<file path="config.mk">
export PLATFORM = sky130hd
export DESIGN_NAME = cmp_page_ctrl
export DESIGN_NICKNAME = d
export VERILOG_FILES = /design/src/core/cmp_pkg.sv /design/src/core/cmp_page_ctrl.sv
export SDC_FILE = /design/constraint.sdc
export NUM_CORES = 1
export LEC_CHECK = 0
export BUFFER_PORTS_ARGS = -buffer_cell sky130_fd_sc_hd__buf_2
export CAP_MARGIN = 20
export CORE_ASPECT_RATIO = 1.2
export CORE_UTILIZATION = 57
export CTS_CLUSTER_SIZE = 16
export DETAILED_ROUTE_END_ITERATION = 8
export PLACE_DENSITY = 0.86
export REMOVE_ABC_BUFFERS = 1
export SLEW_MARGIN = 5
export SYNTH_ARGS = -nofsm -noshare
export SYNTH_HDL_FRONTEND = slang
export SYNTH_SLANG_ARGS = --single-unit
</file>
<file path="constraint.sdc">
create_clock -name sys_clk -period 4.7 [get_ports sys_clk]
set_input_delay 0.94 -clock sys_clk [delete_from_list [all_inputs] [get_ports sys_clk]]
set_output_delay 0.94 -clock sys_clk [all_outputs]
set_load 0.05 [all_outputs]
</file>
<file path="src/core/cmp_pkg.sv">
// package of constants and types for the message-object page control block
package cmp_pkg;
    // ==========================================
    // register addresses
    localparam logic [7:0] CMP_ADDR_PAGE = 8'hb1;
    localparam logic [7:0] CMP_ADDR_STATUS = 8'hb2;
    localparam logic [7:0] CMP_ADDR_CTRL = 8'hb3;
    // ==========================================
    // field positions
    localparam int CMP_PAGE_SEL_HI = 5;
    localparam int CMP_PAGE_SEL_LO = 4;
    localparam int CMP_PAGE_HOLD_BIT = 3;
    localparam int CMP_PAGE_IDX_HI = 2;
    localparam int CMP_CTRL_ROLE_HI = 7;
    localparam int CMP_CTRL_ROLE_LO = 6;
    localparam int CMP_CTRL_REPLY_BIT = 5;
    localparam int CMP_CTRL_EXT_BIT = 4;
    localparam int CMP_CTRL_LEN_HI = 3;
    localparam int CMP_ST_LEN_BIT = 7;
    localparam int CMP_ST_TX_BIT = 6;
    localparam int CMP_ST_RX_BIT = 5;
    localparam int CMP_ST_BIT_BIT = 4;
    localparam int CMP_ST_STUFF_BIT = 3;
    localparam int CMP_ST_CRC_BIT = 2;
    localparam int CMP_ST_FORM_BIT = 1;
    localparam int CMP_ST_ACK_BIT = 0;
    // ==========================================
    // counts and reset values
    localparam int CMP_NUM_OBJ = 4;
    localparam logic [7:0] CMP_PAGE_RESET = 8'h00;
    localparam logic [7:0] CMP_CTRL_RESET = 8'h00;
    localparam logic [7:0] CMP_STATUS_RESET = 8'h00;
    localparam logic [2:0] CMP_IDX_STEP = 3'h1;
    // ==========================================
    // types
    typedef enum logic [1:0] {
        CMP_ROLE_OFF = 2'b00,
        CMP_ROLE_TX = 2'b01,
        CMP_ROLE_RX = 2'b10,
        CMP_ROLE_RXBUF = 2'b11
    } cmp_role_t;
    typedef struct packed {
        logic [1:0] object_select;
        logic index_hold_n;
        logic [2:0] byte_index;
    } cmp_page_t;
    // per-object bus-side events from the protocol engine
    typedef struct packed {
        logic length_mismatch;
        logic rx_done;
        logic bit_error;
        logic stuff_error;
        logic crc_error;
        logic form_error;
        logic ack_error;
    } cmp_event_t;
endpackage

</file>
<file path="src/core/cmp_page_ctrl.sv">
// message-object page, control and status register window with object arbitration
`timescale 1ns/1ps
module cmp_page_ctrl
    import cmp_pkg::*;
(
    input wire logic sys_clk,
    input wire logic rstn,
    input wire logic sfr_wr,
    input wire logic sfr_rd,
    input wire logic [7:0] sfr_addr,
    input wire logic [7:0] sfr_wdata,
    output logic [7:0] sfr_rdata,
    input wire logic data_access,
    input wire logic tx_ready,
    input wire logic tx_sent,
    input wire logic tx_bit_mismatch,
    input wire logic tx_in_arb_or_ack,
    input wire logic [CMP_NUM_OBJ-1:0] rx_hit,
    input wire cmp_event_t rx_event,
    output logic [1:0] cur_object,
    output logic [2:0] cur_byte_index,
    output logic cur_ext_id,
    output logic [CMP_NUM_OBJ-1:0] obj_enable,
    output logic tx_busy,
    output logic [1:0] tx_object
);
    // ==========================================
    // state
    cmp_page_t page_reg, page_next;
    logic [7:0] ctrl_reg [CMP_NUM_OBJ];
    logic [7:0] ctrl_next [CMP_NUM_OBJ];
    logic [7:0] stat_reg [CMP_NUM_OBJ];
    logic [7:0] stat_next [CMP_NUM_OBJ];
    logic [CMP_NUM_OBJ-1:0] en_reg, en_next;
    logic tx_busy_reg, tx_busy_next;
    logic [1:0] tx_obj_reg, tx_obj_next;
    logic [7:0] rdata_reg, rdata_next;
    logic tx_found;
    logic [1:0] tx_pick;
    logic rx_found;
    logic [1:0] rx_pick;
    logic [CMP_NUM_OBJ-1:0] tx_cand;
    logic [CMP_NUM_OBJ-1:0] rx_cand;
    logic [7:0] ev_bits;

    // ==========================================
    // lowest-number pickers
    always_comb begin
        tx_found = 1'b0;
        tx_pick = 2'h0;
        rx_found = 1'b0;
        rx_pick = 2'h0;
        tx_cand = '0;
        rx_cand = '0;
        for (int i = CMP_NUM_OBJ - 1; i >= 0; i--) begin
            tx_cand[i] = en_reg[i] &&
                ctrl_reg[i][CMP_CTRL_ROLE_HI:CMP_CTRL_ROLE_LO] == CMP_ROLE_TX;
            rx_cand[i] = rx_hit[i] && en_reg[i] && ctrl_reg[i][CMP_CTRL_ROLE_HI];
            if (tx_cand[i]) begin
                tx_found = 1'b1;
                tx_pick = 2'(i);
            end
            if (rx_cand[i]) begin
                rx_found = 1'b1;
                rx_pick = 2'(i);
            end
        end
    end

    // ==========================================
    // next-state
    always_comb begin
        page_next = page_reg;
        en_next = en_reg;
        tx_busy_next = tx_busy_reg;
        tx_obj_next = tx_obj_reg;
        rdata_next = rdata_reg;
        for (int i = 0; i < CMP_NUM_OBJ; i++) begin
            ctrl_next[i] = ctrl_reg[i];
            stat_next[i] = stat_reg[i];
        end
        ev_bits = 8'h00;
        ev_bits[CMP_ST_LEN_BIT] = rx_event.length_mismatch;
        ev_bits[CMP_ST_RX_BIT] = rx_event.rx_done;
        ev_bits[CMP_ST_STUFF_BIT] = rx_event.stuff_error;
        ev_bits[CMP_ST_CRC_BIT] = rx_event.crc_error;
        ev_bits[CMP_ST_FORM_BIT] = rx_event.form_error;
        ev_bits[CMP_ST_ACK_BIT] = rx_event.ack_error;
        if (sfr_rd) begin
            unique case (sfr_addr)
                CMP_ADDR_PAGE: rdata_next = {2'b00, page_reg};
                CMP_ADDR_STATUS: rdata_next = stat_reg[page_reg.object_select];
                CMP_ADDR_CTRL: rdata_next = ctrl_reg[page_reg.object_select];
                default: rdata_next = 8'h00;
            endcase
        end
        if (sfr_wr) begin
            unique case (sfr_addr)
                CMP_ADDR_PAGE: begin
                    page_next.object_select =
                        sfr_wdata[CMP_PAGE_SEL_HI:CMP_PAGE_SEL_LO];
                    page_next.index_hold_n = sfr_wdata[CMP_PAGE_HOLD_BIT];
                    page_next.byte_index = sfr_wdata[CMP_PAGE_IDX_HI:0];
                end
                CMP_ADDR_STATUS: stat_next[page_reg.object_select] = sfr_wdata;
                CMP_ADDR_CTRL: begin
                    ctrl_next[page_reg.object_select] = sfr_wdata;
                    // enable follows the role field only on this write
                    en_next[page_reg.object_select] =
                        sfr_wdata[CMP_CTRL_ROLE_HI:CMP_CTRL_ROLE_LO] != CMP_ROLE_OFF;
                end
                default: ;
            endcase
        end
        if (data_access && !page_reg.index_hold_n) begin
            page_next.byte_index = page_reg.byte_index + CMP_IDX_STEP;
        end
        // transmission arbitration
        if (!tx_busy_reg && tx_ready && tx_found) begin
            tx_busy_next = 1'b1;
            tx_obj_next = tx_pick;
        end
        if (tx_busy_reg) begin
            if (tx_bit_mismatch && !tx_in_arb_or_ack) begin
                stat_next[tx_obj_reg][CMP_ST_BIT_BIT] = 1'b1;
            end
            if (tx_sent) begin
                tx_busy_next = 1'b0;
                stat_next[tx_obj_reg][CMP_ST_TX_BIT] = 1'b1;
                en_next[tx_obj_reg] = 1'b0;
                ctrl_next[tx_obj_reg][CMP_CTRL_ROLE_HI:CMP_CTRL_ROLE_LO] = CMP_ROLE_OFF;
            end
        end
        // set wins over a software clear in the same cycle
        if (rx_found) begin
            stat_next[rx_pick] = stat_next[rx_pick] | ev_bits;
            if (rx_event.rx_done && ctrl_reg[rx_pick][CMP_CTRL_ROLE_LO] == 1'b0) begin
                en_next[rx_pick] = 1'b0;
            end
        end
    end

    // ==========================================
    // registers
    always_ff @(posedge sys_clk) begin
        if (!rstn) begin
            page_reg <= cmp_page_t'(CMP_PAGE_RESET[5:0]);
            en_reg <= '0;
            tx_busy_reg <= 1'b0;
            tx_obj_reg <= 2'h0;
            rdata_reg <= 8'h00;
            for (int i = 0; i < CMP_NUM_OBJ; i++) begin
                ctrl_reg[i] <= CMP_CTRL_RESET;
                stat_reg[i] <= CMP_STATUS_RESET;
            end
        end else begin
            page_reg <= page_next;
            en_reg <= en_next;
            tx_busy_reg <= tx_busy_next;
            tx_obj_reg <= tx_obj_next;
            rdata_reg <= rdata_next;
            for (int i = 0; i < CMP_NUM_OBJ; i++) begin
                ctrl_reg[i] <= ctrl_next[i];
                stat_reg[i] <= stat_next[i];
            end
        end
    end

    // outputs registered; page fields are flop outputs already
    always_ff @(posedge sys_clk) begin
        if (!rstn) begin
            cur_ext_id <= 1'b0;
        end else begin
            cur_ext_id <= ctrl_next[page_next.object_select][CMP_CTRL_EXT_BIT];
        end
    end
    assign sfr_rdata = rdata_reg;
    assign cur_object = page_reg.object_select;
    assign cur_byte_index = page_reg.byte_index;
    assign obj_enable = en_reg;
    assign tx_busy = tx_busy_reg;
    assign tx_object = tx_obj_reg;
endmodule

</file>
Yosys cells after proc, flatten, opt, wreduce, memory -nomap -nowiden

Memory sizes are Yosys's and may differ from the RTL's. A register that Yosys moved wholly into a read port is not among the register bits.
Index checks and enable logic that the tools add are counted.

Flip-flop bits (word level): 22
RAM bits: 64
Input bits: 36
Output and inout bits: 21
Word-level logic and storage cells: 161
Memories kept: 2

Add/subtract/negate cells: 1
$lt $le $gt $ge: 13
Eq/ne operators: 7
Multiplexer cells: 79
Bitwise operators: 20
Reduce and logical (&&, ||, !) cells: 31

Memories:

| memory   | depth | bits a word | rd ports | clocked after Yosys merged registers in | wr ports | RTL line            | text |
|---|---|---|---|---|---|---|---|
| ctrl_reg | 4     | 8           | 6        | 1                                       | 4        | cmp_page_ctrl.sv:30 | `logic [7:0] ctrl_reg [CMP_NUM_OBJ];` |
| stat_reg | 4     | 8           | 5        | 1                                       | 4        | cmp_page_ctrl.sv:32 | `logic [7:0] stat_reg [CMP_NUM_OBJ];` |

Operators by type and width:

| kind               | number |
|---|---|
| $mux 32            | 11 |
| $bwmux 32          | 4 |
| $mux 8             | 13 |
| $demux 8 s2        | 5 |
| $or 32x32->32      | 2 |
| $bmux 8 s2         | 2 |
| $eq 8x8->1 const B | 3 |
| $mux 4             | 6 |
| $pmux 8 s3         | 1 |
| $logic_and 1x1->1  | 23 |
| $mux 2             | 10 |
| $mux 1             | 16 |
| $mux 5             | 3 |
| $ge 3x3->1 const B | 4 |
| $mux 6             | 2 |
| $not 2->3          | 4 |
| $lt 2x3->1 const B | 3 |
| $lt 3x1->1 const B | 3 |
| $and 4x4->4        | 2 |
| $eq 2x1->1 const B | 4 |
| $not 4->4          | 2 |
| $or 1x1->1         | 8 |
| $or 8x8->8         | 1 |
| $mux 7             | 1 |
| 9 further kinds    | 18 |

Depth between registers and ports, before layout

Word-level depth: 21
Gate-level depth with buffers: 7
Depth with buffers taken out: 5

Worst setup path after synthesis

OpenSTA, ideal clock, no wires.

Kind: input -> register
Start: input sfr_addr[2]
End: register en_reg[3], in the netlist obj_enable[3]
Setup time: 0.142 ns
Data arrival time: 2.177 ns
Required time: 4.558 ns
Setup slack: 2.381 ns
Stages on the path: 6
Buffers on the path: 1
Cells stage by stage: and4bb_2 nand4_4 or3_1 clkbuf_1 nand2_1 a221oi_2

Cells in the longest elaborated chain, start to end: 9

RTL lines:

| element                | RTL line             | text |
|---|---|---|
| start: declaration     | cmp_page_ctrl.sv:10  | `input wire logic [7:0] sfr_addr,` |
| $eq 8x8->1 (*)         | cmp_page_ctrl.sv:98  | `unique case (sfr_addr)` |
| $mux 4 (*)             | cmp_page_ctrl.sv:98  |  |
| $mux 4 (*)             | cmp_page_ctrl.sv:97  | `if (sfr_wr) begin` |
| $and 4x4->4 (no line)  | -                    |  |
| $mux 4                 | cmp_page_ctrl.sv:127 | `if (tx_sent) begin` |
| $mux 4 (*)             | cmp_page_ctrl.sv:123 | `if (tx_busy_reg) begin` |
| $and 4x4->4 (no line)  | -                    |  |
| $mux 4                 | cmp_page_ctrl.sv:137 | `if (rx_event.rx_done && ctrl_reg[rx_pick][CMP_CTRL_ROLE_LO] == 1'b0) begin` |
| $mux 4 (*)             | cmp_page_ctrl.sv:135 | `if (rx_found) begin` |
| end signal: assignment | cmp_page_ctrl.sv:158 | `en_reg <= en_next;` |
| end: declaration       | cmp_page_ctrl.sv:34  | `logic [CMP_NUM_OBJ-1:0] en_reg, en_next;` |

Every way passes the cells marked *; elsewhere a longest branch is shown, timed or not.
A chain may end at the register's enable or synchronous reset.

==> metrics <==
Initial Util 58.9%; max frequency 0.339 GHz; Fillers 585; fin crit share 62.8%; clock share of power 39.7%; Resize count post-CTS 0; Setup crit end kind flop; sw power 336 uW; worst slack, placed 1.52 ns; initial DRC count 310; # port buffers 55; largest net degree at the start of global routing 68; drt first pass iters 4; RSZ-0062 raised after global routing false; pwr/cell area 284 mW/mm2; sequential fraction of the synthesis area 40.2%; grt total ovfl 0; Detailed Route WL 10700 um; die area 0.00787 mm2; nets@finish 527; DR DRC count 0; # hold bufs at CTS 0; endpoints failing hold 0; Site Rows 34; HP Class flop to flop; Most used DFF post-synth dfxtp_1; area of the mapped netlist 0.00429 mm2; setup TNS 0 ns; Post-CTS Setup Inserts 0; Leakage 1.92 nW; Antenna diodes 0; internal power 1.00 mW; worst hold stages 2; DRT antenna net count 0; Critical Path AT 3.17 ns; Layout Cells excl Fill 584; Worst Tran Pin Value 1.18 ns; Num CTS Buffers 9; htree depth 3; post-synth cell types 48; Slew Viols, Final 0; Reg power frac 54.7%; CTS Sinks 86; placed cells 569; syn avg cell area 9.38 um2; startpoint class of the critical path primary input; final setup margin 1.75 ns; CP Class primary input to flop; die width 81.2 um; worst path required time 4.91 ns; synth warn 0; RD Place Congestion 0.914; r2r setup slk 2.17 ns; Final HPWL DP 7200 um; status finished clean; WL/cell 18.4 um; R2R depth 5; vias post-DR 3625; vias in the first global route 3640; first-pass GRT wire length 17800 um; TritonCTS clock tree done; Tmin final 2.95 ns; Post-Route Skew 0.00943 ns; DIE HEIGHT 97.0 um; worst-path fanout max 20; relative slew slack 21.3%; synth top area cells dfxtp_1, mux2i_1, mux4_2, nand2_1, a21oi_1; Reg-to-Reg Start cur_object[1]$_SDFF_PN0_; Post-synth EDFFs 0; initial antenna violation count 0; biggest area consumer among synthesized cells dfxtp_1; num ports 57; #FFs+latches synth 86; clk slew on worst S/H paths 0.09 ns; Mapped Cells 457; Post-synth ARST share 0%; worst-skew pair later-pin latency 0.37 ns; Logic pwr share 5.6%; clk buf depth 2; clock tree root driver cell clkbuf_8; top cell type's share of synthesized area 40.2%; # setup viols final 0; P&R area growth vs syn 9.98%; reported max-cap violation count 0; share of layout cells above drive strength 1 20.6%; Sw Ratio 25.2%; worst vdd ir 0.000168 V; Total GRT Usage 29.9%; Core Area 0.00727 mm2; post-DR vias/cell 6.21
power by group through the flow:
stage          combinational (mW)  clock [mW]  sequential, mW
3_3_place_gp               0.0707           0           0.749
2_1_floorplan              0.0251           0           0.754
6_report                   0.0751       0.531           0.732
3_5_place_dp               0.0735           0           0.749
5_1_grt                    0.0807       0.560           0.732
4_1_cts                    0.0739       0.529           0.732
synthesized netlist by cell type (2+ instances only):
| cell type | number |
|---|---|
| o21ai_0 | 16 |
| nand3_1 | 14 |
| mux2i_1 | 76 |
| nand4_1 | 3 |
| o211ai_1 | 2 |
| or3_1 | 2 |
| nor2_1 | 43 |
| and3_1 | 3 |
| nor3_1 | 4 |
| nand2_1 | 61 |
| clkbuf_1 | 20 |
| nor2b_1 | 4 |
| a311oi_1 | 3 |
| mux4_2 | 15 |
| nand3_2 | 2 |
| a21oi_1 | 41 |
| buf_2 | 7 |
| nor3_2 | 2 |
| inv_1 | 5 |
| a2bb2oi_1 | 2 |
| nand2b_1 | 3 |
| a211oi_1 | 3 |
| buf_4 | 8 |
| nand4_2 | 2 |
| a31oi_1 | 2 |
| a22oi_1 | 5 |
| dfxtp_1 | 86 |
| nand3b_1 | 3 |
layout make-up:
| cell class | instances | area (um2) | share of cell area, % |
|---|---|---|---|
| multi-input cells | 329 | 2360 | 50.1 |
| flip-flops and latches | 86 | 1720 | 36.5 |
| repair buffers | 59 | 305 | 6.48 |
| clock buffers | 9 | 124 | 2.63 |
| well taps | 90 | 113 | 2.39 |
| clock inverters | 6 | 71.3 | 1.51 |
| inverters | 5 | 18.8 | 0.398 |
worst max-delay path, stage by stage:
cell and delay [ns]:
buf_2 0.38, nor2b_1 0.42, nor3b_2 1.01, mux2i_1 0.32, nor2_1 0.09
worst max path at each step:
stage	start	to	slack [ns]	cells past startpoint
CTS	sfr_addr[1]	flop	1.84	5
finish	sfr_addr[1]	flop	1.75	5
floorplan	sfr_addr[2]	cur_ext_id$_SDFF_PN0_	1.88	4
detailed placement	sfr_addr[1]	flop	1.52	5
global route	sfr_addr[1]	flop	1.68	5
global placement	sfr_addr[1]	obj_enable[0]$_SDFF_PN0_	1.59	5
logic make-up after synthesis:
group           share of synthesized area, %
simple gates                            18.2
buf+inv                                 4.76
compound gates                          10.7
mux                                     25.9
fa+ha+maj                              0.292
flops                                   40.2
layer usage:
layer | track usage [%] | part of all wire (%)
met5 | 0 | 0
met4 | 16.6 | 3.3
met3 | 4.72 | 6.1
met2 | 48.2 | 50
met1 | 37.3 | 41
placed cells by master (no fill, tap or decap), types with 2 or more instances in the layout:
cell type | synthesis | routed
buf_4 | 8 | 4
a21oi_1 | 41 | 41
mux4_2 | 15 | 15
dfxtp_1 | 86 | 86
nand4_2 | 2 | 2
a22oi_1 | 5 | 5
nand3_1 | 14 | 14
o21ai_0 | 16 | 16
buf_2 | 7 | 55
mux2i_1 | 76 | 76
nand3_2 | 2 | 2
nand2_1 | 61 | 61
nand2b_1 | 3 | 3
inv_1 | 5 | 4
nor2_1 | 43 | 43
nor3_1 | 4 | 4
and3_1 | 3 | 3
a31oi_1 | 2 | 2
nand4_1 | 3 | 3
nor2b_1 | 4 | 4
nor3_2 | 2 | 2
nand3b_1 | 3 | 3
clkbuf_8 | 0 | 9
a211oi_1 | 3 | 3
or3_1 | 2 | 2
o211ai_1 | 2 | 2
a2bb2oi_1 | 2 | 2
a311oi_1 | 3 | 3
through the flow:
stage	total power, mW	utilization, %	hold slack, ns	cell area, um2
floorplan	0.779	-	0.429	4100
global placement	0.820	62.1	0.437	4520
CTS	1.33	64.8	0.460	4710
finish	1.34	64.8	0.467	4710
global route	1.37	64.8	0.474	4710
detailed placement	0.822	62.1	0.453	4520
Power figures use the tool's default switching activity.
